==> src/hdl/jtap_pkg.sv <==
// constants, types and state codes for the test access port
// assumes one system clock that oversamples the test clock pin by at least 4x
package jtap_pkg;

  // ==========================================================
  // widths and lengths
  localparam int unsigned IR_LEN      = 4;
  localparam int unsigned ID_LEN      = 32;
  localparam int unsigned SYNC_STAGES = 2;

  // ==========================================================
  // instruction codes and capture / reset values
  localparam logic [3:0]  IR_CAPTURE  = 4'h1;
  localparam logic [3:0]  IR_IDCODE   = 4'h1;
  localparam logic [3:0]  IR_BYPASS   = 4'hF;
  localparam logic [3:0]  IR_RESET    = 4'h1;
  // identity value is arbitrary, lsb set as the scan standard needs
  localparam logic [31:0] IDCODE_VAL  = 32'h0000_0001;
  localparam logic [2:0]  ONES_RESET  = 3'h5;

  // ==========================================================
  // tap controller states
  typedef enum logic [3:0] {
    ST_TLR        = 4'hF,
    ST_IDLE       = 4'hC,
    ST_SEL_DR     = 4'h7,
    ST_CAP_DR     = 4'h6,
    ST_SHIFT_DR   = 4'h2,
    ST_EXIT1_DR   = 4'h1,
    ST_PAUSE_DR   = 4'h3,
    ST_EXIT2_DR   = 4'h0,
    ST_UPD_DR     = 4'h5,
    ST_SEL_IR     = 4'h4,
    ST_CAP_IR     = 4'hE,
    ST_SHIFT_IR   = 4'hA,
    ST_EXIT1_IR   = 4'h9,
    ST_PAUSE_IR   = 4'hB,
    ST_EXIT2_IR   = 4'h8,
    ST_UPD_IR     = 4'hD
  } jtap_state_t;

  // pin group, resolved for pulls, before synchronising
  typedef struct packed {
    logic tck;
    logic tms;
    logic tdi;
    logic trst_n;
  } jtap_pins_t;

endpackage : jtap_pkg

==> src/hdl/jtap_sync.sv <==
// two-stage synchroniser for a group of pin levels
// assumes inputs are asynchronous to clock_i; only the second stage is read
`timescale 1ns/1ns
module jtap_sync
  import jtap_pkg::*;
(
  input  wire logic       clock_i,
  input  wire logic       sys_rst_i,
  input  wire jtap_pins_t d_i,
  output jtap_pins_t      q_o
);

  // ==========================================================
  // stages
  jtap_pins_t meta_r;
  jtap_pins_t sync_r;

  // reset value keeps trst_n low so the tap stays reset until pins settle
  always_ff @(posedge clock_i) begin
    if (sys_rst_i) begin
      meta_r <= '{tck: 1'b0, tms: 1'b1, tdi: 1'b1, trst_n: 1'b0};
      sync_r <= '{tck: 1'b0, tms: 1'b1, tdi: 1'b1, trst_n: 1'b0};
    end else begin
      meta_r <= d_i;
      sync_r <= meta_r;
    end
  end

  assign q_o = sync_r;

endmodule : jtap_sync

==> src/hdl/jtap_port.sv <==
// boundary-scan test access port: tap controller, instruction, bypass and id registers
// assumes clock_i oversamples tck_i; each *_drive_i tells whether the far end drives that pin
`timescale 1ns/1ns
module jtap_port
  import jtap_pkg::*;
(
  input  wire logic        clock_i,
  input  wire logic        sys_rst_i,
  input  wire logic        tck_i,
  input  wire logic        tms_i,
  input  wire logic        tms_drive_i,
  input  wire logic        tdi_i,
  input  wire logic        tdi_drive_i,
  input  wire logic        trst_n_i,
  input  wire logic        trst_drive_i,
  output logic             tdo_o,
  output logic             tdo_oe_o,
  output jtap_state_t      tap_state_o,
  output logic             test_logic_reset_o,
  output logic [IR_LEN-1:0] ir_value_o
);

  // ==========================================================
  // next-state function of the tap controller
  function automatic jtap_state_t tap_next(input jtap_state_t s, input logic tms);
    jtap_state_t n;
    n = ST_TLR;
    case (s)
      ST_TLR:      n = tms ? ST_TLR      : ST_IDLE;
      ST_IDLE:     n = tms ? ST_SEL_DR   : ST_IDLE;
      ST_SEL_DR:   n = tms ? ST_SEL_IR   : ST_CAP_DR;
      ST_CAP_DR:   n = tms ? ST_EXIT1_DR : ST_SHIFT_DR;
      ST_SHIFT_DR: n = tms ? ST_EXIT1_DR : ST_SHIFT_DR;
      ST_EXIT1_DR: n = tms ? ST_UPD_DR   : ST_PAUSE_DR;
      ST_PAUSE_DR: n = tms ? ST_EXIT2_DR : ST_PAUSE_DR;
      ST_EXIT2_DR: n = tms ? ST_UPD_DR   : ST_SHIFT_DR;
      ST_UPD_DR:   n = tms ? ST_SEL_DR   : ST_IDLE;
      ST_SEL_IR:   n = tms ? ST_TLR      : ST_CAP_IR;
      ST_CAP_IR:   n = tms ? ST_EXIT1_IR : ST_SHIFT_IR;
      ST_SHIFT_IR: n = tms ? ST_EXIT1_IR : ST_SHIFT_IR;
      ST_EXIT1_IR: n = tms ? ST_UPD_IR   : ST_PAUSE_IR;
      ST_PAUSE_IR: n = tms ? ST_EXIT2_IR : ST_PAUSE_IR;
      ST_EXIT2_IR: n = tms ? ST_UPD_IR   : ST_SHIFT_IR;
      ST_UPD_IR:   n = tms ? ST_SEL_DR   : ST_IDLE;
      default:     n = ST_TLR;
    endcase
    return n;
  endfunction : tap_next

  // ==========================================================
  // pin resolution and synchronisation
  jtap_pins_t  pins_raw;
  jtap_pins_t  pins_s;

  assign pins_raw.tck    = tck_i;
  assign pins_raw.tms    = tms_drive_i  ? tms_i    : 1'b1;
  assign pins_raw.tdi    = tdi_drive_i  ? tdi_i    : 1'b1;
  assign pins_raw.trst_n = trst_drive_i ? trst_n_i : 1'b0;

  jtap_sync u_sync (
    .clock_i   (clock_i),
    .sys_rst_i (sys_rst_i),
    .d_i       (pins_raw),
    .q_o       (pins_s)
  );

  // ==========================================================
  // test clock edge detection
  logic        tck_prev_r;
  wire  logic  tck_rise;
  wire  logic  tck_fall;
  wire  logic  trst_active;

  assign tck_rise    = pins_s.tck & ~tck_prev_r;
  assign tck_fall    = ~pins_s.tck & tck_prev_r;
  assign trst_active = ~pins_s.trst_n;

  always_ff @(posedge clock_i) begin
    if (sys_rst_i) begin
      tck_prev_r <= 1'b0;
    end else begin
      tck_prev_r <= pins_s.tck;
    end
  end

  // ==========================================================
  // tap state machine
  jtap_state_t state_r;
  jtap_state_t state_nxt;
  logic        tlr_r;

  // reset wins over any edge; no tck edge is needed to leave a scan
  assign state_nxt = trst_active ? ST_TLR :
                     tck_rise    ? tap_next(state_r, pins_s.tms) :
                                   state_r;

  always_ff @(posedge clock_i) begin
    if (sys_rst_i) begin
      state_r <= ST_TLR;
      tlr_r   <= 1'b1;
    end else begin
      state_r <= state_nxt;
      tlr_r   <= (state_nxt == ST_TLR);
    end
  end

  // ==========================================================
  // instruction and data registers
  logic [IR_LEN-1:0] ir_sh_r;
  logic [IR_LEN-1:0] ir_r;
  logic [ID_LEN-1:0] id_sh_r;
  logic              bypass_r;
  wire  logic        sel_id;
  wire  logic        shifting;
  wire  logic        scan_bit;

  assign sel_id   = (ir_r == IR_IDCODE);
  assign shifting = (state_r == ST_SHIFT_DR) || (state_r == ST_SHIFT_IR);
  // unknown codes fall back to bypass so the chain length stays defined
  assign scan_bit = (state_r == ST_SHIFT_IR) ? ir_sh_r[0] :
                    sel_id                   ? id_sh_r[0] : bypass_r;

  // entering test-logic-reset reloads the instruction at once, not at the next rise
  always_ff @(posedge clock_i) begin
    if (sys_rst_i || trst_active || (state_nxt == ST_TLR)) begin
      ir_sh_r  <= IR_CAPTURE;
      ir_r     <= IR_RESET;
      id_sh_r  <= IDCODE_VAL;
      bypass_r <= 1'b0;
    end else if (tck_rise) begin
      case (state_r)
        ST_TLR:      ir_r     <= IR_RESET;
        ST_CAP_IR:   ir_sh_r  <= IR_CAPTURE;
        ST_SHIFT_IR: ir_sh_r  <= {pins_s.tdi, ir_sh_r[IR_LEN-1:1]};
        ST_UPD_IR:   ir_r     <= ir_sh_r;
        ST_CAP_DR: begin
          id_sh_r  <= IDCODE_VAL;
          bypass_r <= 1'b0;
        end
        ST_SHIFT_DR: begin
          if (sel_id) begin
            id_sh_r <= {pins_s.tdi, id_sh_r[ID_LEN-1:1]};
          end else begin
            bypass_r <= pins_s.tdi;
          end
        end
        default: begin
          ir_r <= ir_r;
        end
      endcase
    end
  end

  // ==========================================================
  // serial output, launched on the falling test clock edge
  logic tdo_r;
  logic tdo_oe_r;

  always_ff @(posedge clock_i) begin
    if (sys_rst_i || trst_active) begin
      tdo_r    <= 1'b0;
      tdo_oe_r <= 1'b0;
    end else if (tck_fall) begin
      tdo_r    <= shifting ? scan_bit : 1'b0;
      tdo_oe_r <= shifting;
    end
  end

  assign tdo_o              = tdo_r;
  assign tdo_oe_o           = tdo_oe_r;
  assign tap_state_o        = state_r;
  assign test_logic_reset_o = tlr_r;
  assign ir_value_o         = ir_r;

  // ==========================================================
  // checks
  logic [2:0] ones_cnt_r;

  // counts consecutive rising edges with mode-select high
  always_ff @(posedge clock_i) begin
    if (sys_rst_i || trst_active) begin
      ones_cnt_r <= ONES_RESET;
    end else if (tck_rise) begin
      if (!pins_s.tms) begin
        ones_cnt_r <= 3'h0;
      end else if (ones_cnt_r != ONES_RESET) begin
        ones_cnt_r <= ones_cnt_r + 3'h1;
      end
    end
  end

  a_tms_pull_high: assert property (@(posedge clock_i) disable iff (sys_rst_i)
    (!tms_drive_i)[*3] |-> pins_s.tms)
    else $error("undriven mode-select did not read high");

  a_tdi_pull_high: assert property (@(posedge clock_i) disable iff (sys_rst_i)
    (!tdi_drive_i)[*3] |-> pins_s.tdi)
    else $error("undriven data-in did not read high");

  a_tdo_fall_only: assert property (@(posedge clock_i) disable iff (sys_rst_i)
    $changed(tdo_r) |-> $past(tck_fall) || $past(trst_active))
    else $error("data-out moved without a falling test clock");

  // enable follows the shift state seen at each falling edge; it may outlast the exit rise
  a_tdo_oe_shift: assert property (@(posedge clock_i) disable iff (sys_rst_i)
    tck_fall && !trst_active |=> (tdo_oe_r == $past(shifting)))
    else $error("data-out enable does not follow the shift state");

  a_tdo_oe_fall: assert property (@(posedge clock_i) disable iff (sys_rst_i)
    $changed(tdo_oe_r) |-> $past(tck_fall) || $past(trst_active))
    else $error("data-out enable moved without a falling test clock");

  a_state_tck_only: assert property (@(posedge clock_i) disable iff (sys_rst_i)
    $changed(state_r) |-> $past(tck_rise) || $past(trst_active))
    else $error("tap state moved without a test clock edge");

  a_trst_forces_tlr: assert property (@(posedge clock_i) disable iff (sys_rst_i)
    trst_active |=> (state_r == ST_TLR) && !tdo_oe_r && test_logic_reset_o)
    else $error("test reset did not force test-logic-reset");

  a_trst_pull_low: assert property (@(posedge clock_i) disable iff (sys_rst_i)
    (!trst_drive_i)[*3] |=> (state_r == ST_TLR))
    else $error("undriven test reset did not hold the tap reset");

  a_five_ones_tlr: assert property (@(posedge clock_i) disable iff (sys_rst_i)
    (ones_cnt_r == ONES_RESET) |-> (state_r == ST_TLR))
    else $error("five high mode-select edges did not reach reset");

  a_tlr_ir_reset: assert property (@(posedge clock_i) disable iff (sys_rst_i)
    (state_r == ST_TLR) |-> (ir_r == IR_RESET))
    else $error("instruction not reset in test-logic-reset");

  a_shift_dr_hold: assert property (@(posedge clock_i) disable iff (sys_rst_i)
    tck_rise && !trst_active && (state_r == ST_CAP_DR) && !pins_s.tms
    |=> (state_r == ST_SHIFT_DR) ##1 (state_r == ST_SHIFT_DR))
    else $error("capture-dr with mode-select low did not enter shift-dr");

endmodule : jtap_port

==> config.mk <==
export PLATFORM = sky130hd
export DESIGN_NAME = jtap_port
export DESIGN_NICKNAME = d
export VERILOG_FILES = /design/src/hdl/jtap_pkg.sv /design/src/hdl/jtap_sync.sv /design/src/hdl/jtap_port.sv
export SDC_FILE = /design/constraint.sdc
export NUM_CORES = 1
export LEC_CHECK = 0
export ABC_CLOCK_PERIOD_IN_PS = 2000
export BUFFER_PORTS_ARGS = -buffer_cell sky130_fd_sc_hd__buf_4
export CAP_MARGIN = 10
export CORE_MARGIN = 5
export CORE_UTILIZATION = 48
export CTS_CLUSTER_DIAMETER = 60
export DETAILED_ROUTE_END_ITERATION = 10
export GPL_TIMING_DRIVEN = 1
export PLACE_DENSITY = 0.79
export SETUP_SLACK_MARGIN = 0.15
export SKIP_LAST_GASP = 1
export SYNTH_ARGS = -nofsm -noshare
export SYNTH_HDL_FRONTEND = slang
export SYNTH_HIERARCHICAL = 1
export SYNTH_SLANG_ARGS = --single-unit
==> constraint.sdc <==
create_clock -name clock_i -period 2 [get_ports clock_i]
set_input_delay 0.1 -clock clock_i [delete_from_list [all_inputs] [get_ports clock_i]]
set_output_delay 0.1 -clock clock_i [all_outputs]
set_load 0.05 [all_outputs]
# ---- Yosys cells after proc, flatten, opt, wreduce, memory -nomap -nowiden
# Cells that the tools add are included.
dict set report word_totals {
  reg_bits 57
  inputBits 9
  out_inout_bits 11
  word_cells 85
}
dict set report op_classes {
  eq_ne 19
  n_mux 24
  n_bitwise 8
  reduce_logical 17
}
# cell n
set ops {}
lappend ops {{$pmux 32 s2} 1}
lappend ops {{$pmux 4 s12} 1}
lappend ops {{$eq 4x4->1 const B} 9}
lappend ops {{$mux 32} 1}
lappend ops {{$eq 4x3->1 const B} 4}
lappend ops {{$pmux 4 s2} 2}
lappend ops {{$mux 2} 6}
lappend ops {{$mux 3} 4}
lappend ops {{$mux 4} 3}
lappend ops {{$reduce_or 2->1} 5}
lappend ops {{$eq 4x1->1 const B} 2}
lappend ops {{$eq 4x2->1 const B} 2}
lappend ops {{$not 1->1} 6}
lappend ops {{$reduce_and 3->1} 2}
lappend ops {{$reduce_bool 2->1} 3}
lappend ops {{$mux 1} 5}
lappend ops {{$logic_not 4->1} 1}
lappend ops {{$ne 2x2->1 const B} 2}
lappend ops {{$reduce_and 2->1} 2}
lappend ops {{$logic_or 1x1->1} 3}
lappend ops {{$reduce_or 3->1} 1}
lappend ops {{$and 1x1->1} 2}
lappend ops {{$pmux 1 s2} 1}

# ---- Longest topological paths before layout
# Gate-level depths: netlist of run 1.
dict set report depth {
  ltp_word 7
  depth_mapped 8
  mapped_depth_nobuf 6
}

# ---- Cells and area by module
# Netlist of run 1, hierarchy kept.
# mod n_inst cells_per_inst area_per_inst_um2 seq_area_each_um2
set modules_own_cells {}
lappend modules_own_cells {jtap_port 1 253 2326.0 980.9}
lappend modules_own_cells {jtap_sync 1 16 210.2 160.2}

# ---- Least setup slack after synthesis of run 1
# Ideal clock, no wire load.
dict set report synth_path {
  path_kind {flip-flop to flip-flop}
  start {register ir_r[0], in the netlist ir_value_o[0]}
  end {register id_sh_r[0]}
  setup_time_ns 0.135
  t_arrival_ns 2.052
  required_time_ns 1.865
  setup_slack_ns -0.187
  stages_incl_launch_ff 7
  path_buffers 1
  synth_period_minus_slack_ns 2.187
  path_cell_list {dfxtp_1 > or4b_4 > a2111oi_4 > buf_6 > nand3b_1 > o21ai_0 > o21ai_0}
}
dict set report synth_via {
  elab_chain_cells 3
}
# element line_no
set synth_lines {}
lappend synth_lines {{from (decl)} jtap_port.sv:110} ;# logic [IR_LEN-1:0] ir_r;
lappend synth_lines {{from (signal assigned)} jtap_port.sv:135} ;# ST_UPD_IR: ir_r <= ir_sh_r;
lappend synth_lines {{from (signal assigned)} jtap_port.sv:148} ;# ir_r <= ir_r;
lappend synth_lines {{$eq 4x1->1} jtap_port.sv:117} ;# assign sel_id = (ir_r == IR_IDCODE);
lappend synth_lines {{$ne 2x2->1 (no line)} -}
lappend synth_lines {{$reduce_and 3->1 (no line)} -}
lappend synth_lines {{to (signal assigned)} jtap_port.sv:142} ;# id_sh_r <= {pins_s.tdi, id_sh_r[ID_LEN-1:1]};
lappend synth_lines {{to (decl)} jtap_port.sv:111} ;# logic [ID_LEN-1:0] id_sh_r;
# No other way between the ends.
# A chain may end at the register's enable or synchronous reset.

# ---- Worst setup path in the final report of run 1
dict set report layout_path {
  start {register ir_r[2], in the netlist ir_value_o[2]}
  end {register id_sh_r[26]}
}
# The elaborated chain is that of the path after synthesis.

==> results.py, run 1 <==
metrics = {
    "status": {
        "status": "complete, no violations",
    },
    "detailed_routing": {
        "firstDrtPassIters": 4,
        "detailed_route_iter0_violations": 181,
        "routed-via-count": 2032,
        "postRouteWirelength_um": 5200,
        "post_dr_wirelength_cell_um": 13.9,
        "routed_via_density": 5.45,
        "final_antenna_net_count": 0,
        "drc": 0,
    },
    "clock_tree": {
        "numCtsBuffers": 9,
        "tritoncts_num_sinks": 57,
        "clock_tree_from_tritoncts": "yes",
        "cts.clk_slew.worst_paths_ns": 0.06,
        "number_of_levels_the_h_tree_was_split_into": 3,
        "clock_latency_ns": 0.33,
        "clockRootBuffer": "clkbuf_8",
        "cts_max_path_buffers": 2,
    },
    "setup_path": {
        "startpoint_type": "flop",
        "reg2reg_depth": 7,
        "setup.reg_to_reg.worst_slack_ns": 0.02,
        "path_max_fanout": 16,
        "r2r_end": "id_sh_r[26]",
        "cp.required_ns": 2.27,
        "setup.worst_path.class": "reg2reg",
        "worstReg2RegStart": "ir_value_o[2]",
        "worst-endpoint-arrival_ns": 2.25,
        "timing.critical_path.to_type": "flop",
    },
    "timing": {
        "min_period_ns": 1.98,
        "finalClockSkew_ns": 0.00295,
        "tightest_slew_ns": 0.534,
        "setup_repair_after_global_routing_missed_its_margin": "true",
        "timing.final.hold_violations": 0,
        "finalSetupViolCount": 0,
        "achievable-frequency_mhz": 505,
        "min_period_over_period_pct": 99.1,
        "setup_total_negative_slack_ns": 0,
        "max-slew-margin-rel_pct": 64.1,
        "drv_slew": 0,
    },
    "worst_hold_path": {
        "hold_start": "tms_i",
        "worst_min_delay_path_class": "in2reg",
        "hold_path_depth": 3,
        "whs_endpoint": "u_sync/meta_r[2]",
    },
    "place": {
        "place_congestion": 0.820,
        "place.port_buffers": 19,
        "numPlacedInstances": 347,
        "dpl.hpwl_um": 3020,
    },
    "global_route": {
        "grt-ovfl-total": 0,
        "grt.total_usage_pct": 16.7,
        "grt_start_max_net_pins": 40,
        "grt_pass1_vias": 1946,
        "grt_antenna_before_repair": 0,
        "grt_pass1_wl_um": 8760,
    },
    "synthesis": {
        "dominantRegCellSynth": "dfxtp_1",
        "post-synth-top-count-cell": "dfxtp_1",
        "synthDistinctLibCells": 43,
        "post_synth_main_area_contributors": "dfxtp_1 45%, a21oi_1 10%, a21oi_2 9.3%, and3_1 6.7%, clkbuf_8 3.3%",
        "synth_sequential_area_ratio_pct": 45.0,
        "synthArstFlopShare_pct": 0,
        "synth.yosys.warnings": 6,
        "synth_top_area_cell": "dfxtp_1",
        "postSynthCellCount": 269,
        "synth_edf_count": 0,
        "postSynthRegisterBits": 57,
        "synth_top_area_share_pct": 45.0,
        "synthesis.nets": 278,
        "leading_cell_types_by_count_after_synthesis": "57 x dfxtp_1, 52 x a21oi_1, 27 x a21oi_2, 27 x and3_1, 12 x o21ai_0",
        "syn-cell-area_um2": 2540,
        "synth.avg_cell_area_um2": 9.43,
    },
    "run": {
        "cap_viol_max_count": 0,
    },
    "floorplan": {
        "core-area_um2": 5110,
        "dieHeight_um": 82.7,
        "floorplan.initialDensity_pct": 49.7,
        "io-pin-count": 20,
        "die-area_um2": 6840,
        "placement_rows": 26,
        "die_w_um": 82.7,
    },
    "pwr": {
        "ir_worst_vdd_v": 0.000483,
        "power.density_nw_per_um2": 711,
        "post_route_total_power_mw": 2.18,
        "power.static_leakage_nw": 1.17,
    },
    "final_layout": {
        "layout.cells.non_filler": 373,
        "layout-drive-gt1-share_pct": 33.0,
        "antenna_cells": 0,
        "final_core_util_pct": 60.1,
        "nNetsFinal": 308,
        "syn2layout_area_growth_pct": 21.1,
    },
}
-- worst max-delay path by stage --
stage	start	endpoint	slack, ns	cells past startpoint
6_report	ir_value_o[2]	id_sh_r[26]	0.02	7
5_1_grt	ir_value_o[2]	id_sh_r[26]	-0.05	7
4_1_cts	ir_value_o[2]	id_sh_r[20]	0.08	6
3_5_place_dp	ir_value_o[2]	id_sh_r[20]	0.09	6
3_3_place_gp	ir_value_o[2]	id_sh_r[22]	0.15	6
2_1_floorplan	ir_value_o[2]	id_sh_r[14]	0.08	6
-- critical path, stage by stage (launching register included) --
cell	delay, ns
dfxtp_4	0.34
or4b_4	0.56
a2111oi_4	0.33
buf_6	0.19
clkbuf_16	0.17
and3_1	0.17
a21oi_1	0.06
a21oi_2	0.10
-- layout by cell type (no fill, tap or decap), drive strengths merged --
cell,n
o22ai,1
dfxtp,57
nor3b,6
mux2,1
and3,30
nand3,2
nor2b,7
nor2,3
clkinv,2
nand2b,6
nor4,1
o31a,1
or2b,1
or3,1
clkbuf,16
nand3b,1
mux2i,2
nand4b,1
a211o,1
and2b,1
or4b,1
and2,2
o31ai,1
inv,4
nand2,10
a2111oi,2
a311oi,1
nand4,1
o21ai,12
dlygate4sd3,3
or3b,1
a22o,1
buf,34
o211ai,1
nor3,5
a21oi,79
or2,4
-- report_power, final --
part | internal (mW) | switching (mW)
clock network | 0.582 | 0.418
registers | 1.14 | 0.00348
logic | 0.0253 | 0.0170
total | 1.74 | 0.438
-- sequential cells by signal, indices dropped and copies added (netlist names) --
register            flops
id_sh_r                32
tap_state_o             4
u_sync/q_o              4
ir_value_o              4
u_sync/meta_r           4
test_logic_reset_o      1
bypass_r                1
tdo_o                   1
tck_prev_r              1
tdo_oe_o                1
ir_sh_r                 4
-- kinds of logic after synthesis --
family / count (synthesis) / synth area share [%]
buffers and inverters: 25 / 7.65
multiplexers: 3 / 1.23
flip-flops: 57 / 45.0
AO/OA/AOI/OAI: 100 / 25.9
AND/OR/NAND/NOR: 84 / 20.3
-- per-stage QoR --
| step | worst slack (ns) | hold slack [ns] | cell area [um^2] |
|---|---|---|---|
| floorplan | 0.0769 | 0.172 | 2580 |
| global placement | 0.147 | 0.317 | 2730 |
| detailed placement | 0.0895 | 0.321 | 2730 |
| CTS | 0.0753 | 0.0171 | 2950 |
| global route | -0.0467 | 0.0395 | 3070 |
| finish | 0.0187 | 0.0311 | 3070 |
-- final cells by class --
type,count,area (um^2)
Tap cell,70,87.6
Fill cell,466,2040
Sequential cell,57,1160
Inverter,4,15.0
Clock inverter,2,10.0
Clock buffer,13,180
Multi-Input combinational cell,187,1210
Timing Repair Buffer,40,402
-- layer usage --
metal  vias up  global-route usage (%)  routed length [um]
li1       1021                       -                   -
met1       956                    19.8                2250
met2        49                    27.1                2630
met3         6                    6.51                 256
met4         0                    6.37                  65
met5         -                       0                   0
-- repair_timing --
action,in CTS,in global routing
hold buffers,3,0
buffers inserted,0,5
cloned,0,3
gates resized for setup,0,3
setup endpoints to repair,32,39
hold endpoints to repair,5,0
pin swaps,0,0
Note: power is estimated with default switching activity, not from simulation.
==> run 2, diff against run 1 <==
Settings changed: BUFFER_PORTS_ARGS -buffer_cell sky130_fd_sc_hd__buf_4 to -buffer_cell sky130_fd_sc_hd__buf_2.
==> run 2 against run 1 <==
  * Sequential cell count unchanged
  * Cell area fell by 0.20%
  * First-iteration DRC count shrank 27%
  * Sequential power barely moved
  * Non-clock buffer count stayed put
  * Clock power is 9% higher
  * Combinational power fell by 13%
  * Via count increased by 0.15%
  * Clock skew up 0.0026 ns
==> results.py, run 2 (synthesis results as in run 1) <==
metrics = {
    "pwr": {
        "swShare_pct": 20.5,
        "power.share.combinational_pct": 1.6,
        "clkPwrFrac_pct": 48.0,
        "sequentialPowerShare_pct": 50.3,
        "internal_power_mw": 1.80,
        "power.switching_uw": 464,
        "ir_worst_vdd_v": 0.000553,
        "post_route_total_power_mw": 2.26,
        "power.static_leakage_nw": 1.17,
        "power.density_nw_per_um2": 739,
    },
    "detailed_routing": {
        "routed_via_density": 5.44,
        "post_dr_wirelength_cell_um": 13.9,
        "drc": 0,
        "firstDrtPassIters": 4,
        "postRouteWirelength_um": 5190,
        "routed-via-count": 2035,
        "final_antenna_net_count": 0,
        "detailed_route_iter0_violations": 133,
    },
    "worst_hold_path": {
        "hold_start": "tms_drive_i",
        "hold_path_depth": 3,
        "worst_min_delay_path_class": "in2reg",
        "whs_endpoint": "u_sync/meta_r[2]",
    },
    "floorplan": {
        "core-area_um2": 5110,
        "floorplan.initialDensity_pct": 49.7,
        "die_w_um": 82.7,
        "placement_rows": 26,
        "die-area_um2": 6840,
        "io-pin-count": 20,
        "dieHeight_um": 82.7,
    },
    "global_route": {
        "grt.total_usage_pct": 16.1,
        "grt_start_max_net_pins": 40,
        "grt_pass1_wl_um": 8200,
        "grt_antenna_before_repair": 0,
        "grt_pass1_vias": 1832,
        "grt-ovfl-total": 0,
    },
    "setup_path": {
        "timing.critical_path.to_type": "flop",
        "cp-startpoint": "ir_value_o[2]",
        "reg2reg_depth": 7,
        "setup.worst_path.class": "reg2reg",
        "setup.reg_to_reg.worst_slack_ns": 0.02,
        "r2r_end": "id_sh_r[6]",
        "cp.required_ns": 2.27,
        "worstReg2RegStart": "ir_value_o[2]",
        "worst-endpoint-arrival_ns": 2.25,
        "path_max_fanout": 8,
        "startpoint_type": "flop",
    },
    "clock_tree": {
        "clock_latency_ns": 0.34,
        "number_of_levels_the_h_tree_was_split_into": 3,
        "clock_tree_from_tritoncts": "yes",
        "cts_max_path_buffers": 2,
        "clockRootBuffer": "clkbuf_8",
        "tritoncts_num_sinks": 57,
        "numCtsBuffers": 9,
        "cts.clk_slew.worst_paths_ns": 0.06,
    },
    "timing": {
        "drv_slew": 0,
        "setup_repair_after_global_routing_missed_its_margin": "true",
        "min_period_over_period_pct": 98.9,
        "min_period_ns": 1.98,
        "max-slew-margin-rel_pct": 67.5,
        "finalSetupViolCount": 0,
        "tightest_slew_ns": 0.484,
        "final.hold.worst_slack_ns": 0.0144,
        "setup_total_negative_slack_ns": 0,
        "finalClockSkew_ns": 0.00553,
        "achievable-frequency_mhz": 505,
        "timing.final.hold_violations": 0,
    },
    "final_layout": {
        "syn2layout_area_growth_pct": 20.8,
        "nFillCells": 428,
        "antenna_cells": 0,
        "final_core_util_pct": 60.0,
        "layout-drive-gt1-share_pct": 34.5,
        "registers.top_by_ff_count": "id_sh_r",
        "layout.cells.most_common": "a21oi_1",
        "final_design_area_no_fill_um2": 3060,
        "final_cell_mix": "51 x a21oi_1, 48 x dfxtp_1, 28 x a21oi_2",
        "largest_register_ff_count": 32,
        "nNetsFinal": 308,
    },
    "place": {
        "dpl.hpwl_um": 2910,
        "place.port_buffers": 19,
        "detailed_place.area_um2": 2680,
        "place_congestion": 0.862,
    },
    "run": {
        "cap_viol_max_count": 0,
    },
    "status": {
        "status": "complete, no violations",
    },
}
==> run 2: power by group through the flow <==
stage	Sequential, mW	Clock, mW	Combinational, mW
global route	1.14	1.19	0.0411
CTS	1.14	1.12	0.0326
floorplan	1.16	0	0.0173
finish	1.14	1.09	0.0366
detailed placement	1.16	0	0.0311
global placement	1.16	0	0.0300
==> run 2: critical path, cell delays in order, from the launching register on <==
cell and delay (ns):
dfxtp_4 0.34, or4b_4 0.57, a2111oi_4 0.33, buf_6 0.20, buf_6 0.14, and3_1 0.16
a21oi_1 0.06, a21oi_2 0.11
==> run 2: routing by layer <==
metal	track usage [%]	vias to the layer above	wire [um]
li1	-	1022	-
met1	18.5	964	2300
met2	25.7	45	2620
met3	7.59	4	249
met4	6.21	0	29
met5	0	-	0
==> run 2: cell type report <==
cell class / instances / area, um^2 / area share (%)
Sequential cell: 57 / 1160 / 37.9
Clock buffer: 11 / 153 / 4.98
Timing Repair Buffer: 40 / 370 / 12.1
Multi-Input combinational cell: 187 / 1220 / 39.9
Tap cell: 70 / 87.6 / 2.86
Inverter: 4 / 15.0 / 0.490
Clock inverter: 5 / 52.6 / 1.71
==> run 2: worst max-delay path by stage <==
stage	end	slack, ns	depth (start not counted)
finish	id_sh_r[6]	0.02	7
global route	id_sh_r[2]	-0.06	7
CTS	id_sh_r[20]	0.08	6
detailed placement	id_sh_r[20]	0.09	6
global placement	id_sh_r[22]	0.14	6
floorplan	id_sh_r[14]	0.08	6
==> run 2: stage by stage <==
step | instances | worst slack, ns
after global routing | 374 | -0.0575
final | 374 | 0.0211
after floorplan | 269 | 0.0769
after detailed placement | 347 | 0.0916
after global placement | 347 | 0.144
after CTS | 364 | 0.0817
==> run 2: repair_timing <==
| action | CTS | global route |
|---|---|---|
| hold endpoints to repair | 1 | 0 |
| hold buffers | 1 | 0 |
| setup endpoints to repair | 33 | 36 |
| gates resized for setup | 0 | 6 |
| cloned | 0 | 5 |
| pin swaps | 0 | 1 |
| buffers inserted | 0 | 5 |
==> run 3, diff against run 2 <==
Settings changed: CORE_UTILIZATION 48 to 30, PLACE_DENSITY 0.79 to 0.49.
==> run 3 against run 2 <==
  * Largest power group unchanged
  * Register-to-register slack gained 0.02 ns
  * Core utilization shrank 21 points
  * Hold slack gained 0.014 ns
  * Global-route usage shrank 5.4 points
  * Non-clock buffer count grew 4
  * Critical path type unchanged
  * Critical endpoint is now id_sh_r[22]
  * Maximum frequency grew 1.1%
  * Sequential share of layout area shrank 1.1 points
==> results.py, run 3 (synthesis results as in run 1) <==
metrics = {
    "timing": {
        "achievable-frequency_mhz": 511,
        "timing.final.hold_violations": 0,
        "min_period_over_period_pct": 97.9,
        "finalSetupViolCount": 0,
        "finalClockSkew_ns": 0.00599,
        "drv_slew": 0,
        "setup_repair_after_global_routing_missed_its_margin": "true",
        "tightest_slew_ns": 0.305,
        "min_period_ns": 1.96,
        "max-slew-margin-rel_pct": 79.2,
    },
    "worst_hold_path": {
        "worst_min_delay_path_class": "in2reg",
        "hold_path_depth": 3,
        "hold_start": "tdi_drive_i",
        "whs_endpoint": "u_sync/meta_r[1]",
    },
    "clock_tree": {
        "clockRootBuffer": "clkbuf_8",
        "cts_max_path_buffers": 2,
        "cts.clk_slew.worst_paths_ns": 0.06,
        "number_of_levels_the_h_tree_was_split_into": 3,
        "clock_tree_from_tritoncts": "yes",
        "clock_latency_ns": 0.33,
        "tritoncts_num_sinks": 57,
        "numCtsBuffers": 9,
    },
    "global_route": {
        "grt_pass1_wl_um": 8720,
        "grt_antenna_before_repair": 0,
        "grt_start_max_net_pins": 40,
        "grt_pass1_vias": 1848,
        "grt-ovfl-total": 0,
        "grt.total_usage_pct": 10.7,
    },
    "setup_path": {
        "reg2reg_depth": 7,
        "r2r_end": "id_sh_r[22]",
        "setup.reg_to_reg.worst_slack_ns": 0.04,
        "setup.worst_path.class": "reg2reg",
        "startpoint_type": "flop",
        "timing.critical_path.to_type": "flop",
        "worstReg2RegStart": "ir_value_o[2]",
        "cp.required_ns": 2.26,
        "worst-endpoint-arrival_ns": 2.22,
        "path_max_fanout": 16,
    },
    "floorplan": {
        "dieHeight_um": 102,
        "core-area_um2": 8220,
        "io-pin-count": 20,
        "floorplan.initialDensity_pct": 30.9,
        "die-area_um2": 10400,
        "placement_rows": 33,
        "die_w_um": 102,
    },
    "final_layout": {
        "antenna_cells": 0,
        "registers.top_by_ff_count": "id_sh_r",
        "nNetsFinal": 312,
        "largest_register_ff_count": 32,
        "layout.cells.non_filler": 413,
        "final_design_area_no_fill_um2": 3170,
        "layout-drive-gt1-share_pct": 36.4,
        "final_cell_mix": "52 x a21oi_1, 47 x dfxtp_1, 27 x a21oi_2",
        "layout.cells.most_common": "a21oi_1",
        "syn2layout_area_growth_pct": 24.9,
    },
    "place": {
        "detailed_place.area_um2": 2730,
        "numPlacedInstances": 382,
        "dpl.hpwl_um": 3050,
        "place_congestion": 0.771,
        "place.port_buffers": 19,
    },
    "pwr": {
        "power.density_nw_per_um2": 713,
        "ir_worst_vdd_v": 0.000286,
        "power.static_leakage_nw": 1.20,
    },
    "detailed_routing": {
        "post_dr_wirelength_cell_um": 14.0,
        "drc": 0,
        "final_antenna_net_count": 0,
        "routed-via-count": 2029,
        "firstDrtPassIters": 4,
        "routed_via_density": 4.91,
        "postRouteWirelength_um": 5800,
        "detailed_route_iter0_violations": 65,
    },
    "run": {
        "cap_viol_max_count": 0,
    },
    "status": {
        "status": "complete, no violations",
    },
}
## run 3: how the worst max path moves through the flow
stage / startpoint / slack (ns) / endpoint
after floorplan: ir_value_o[2] / 0.08 / id_sh_r[14]
after global placement: ir_value_o[2] / 0.12 / id_sh_r[0]
after detailed placement: ir_value_o[2] / 0.11 / id_sh_r[21]
after CTS: ir_value_o[2] / 0.09 / id_sh_r[25]
after global routing: ir_value_o[2] / -0.004 / id_sh_r[24]
final: ir_value_o[2] / 0.04 / id_sh_r[22]
## run 3: stage by stage
stage / util (%) / worst slack, ns / total power, mW / TNS [ns] / hold WS (ns)
2_1_floorplan: - / 0.0769 / 1.18 / 0 / 0.172
3_3_place_gp: 33.2 / 0.118 / 1.20 / 0 / 0.320
3_5_place_dp: 33.2 / 0.108 / 1.20 / 0 / 0.313
4_1_cts: 35.9 / 0.0913 / 2.30 / 0 / 0.0141
5_1_grt: 38.6 / -0.00397 / 2.35 / -0.0178 / 0.00692
6_report: 38.6 / 0.0421 / 2.26 / 0 / 0.0285
## run 3: what timing repair did
| action | 4_1_cts | 5_1_grt |
|---|---|---|
| gates resized for setup | 0 | 9 |
| pin swaps | 0 | 2 |
| hold buffers | 1 | 0 |
| endpoints found under the setup margin | 32 | 39 |
| setup buffers | 0 | 7 |
| cloned | 0 | 7 |
| hold endpoints to repair | 1 | 0 |
## run 3: area by class of cell
cell class	count	area, um^2
clock buffers	15	206
clock inverters	1	5.00
fillers	832	5050
inverters	4	15.0
multi-input cells	187	1220
flip-flops and latches	57	1170
well taps	105	131
repair buffers	44	422
## run 3: critical path: stages (launching register included)
cell and delay, ns:
dfxtp_4 0.34, or4b_4 0.57, a2111oi_4 0.32, buf_6 0.18
clkbuf_16 0.17, and3_2 0.17, a21oi_1 0.04, a21oi_1 0.11
## run 3: where the power goes
part,internal (mW),switching (mW)
clock network,0.651,0.432
logic,0.0188,0.0163
registers,1.14,0.00354
total,1.81,0.452
## run 3: routing by layer
layer | wire (um) | vias up | GRT usage [%]
met1 | 2880 | 956 | 13.2
met4 | 64 | 0 | 3.63
li1 | - | 1033 | -
met2 | 2610 | 33 | 16.1
met5 | 0 | - | 0
met3 | 237 | 7 | 5.32
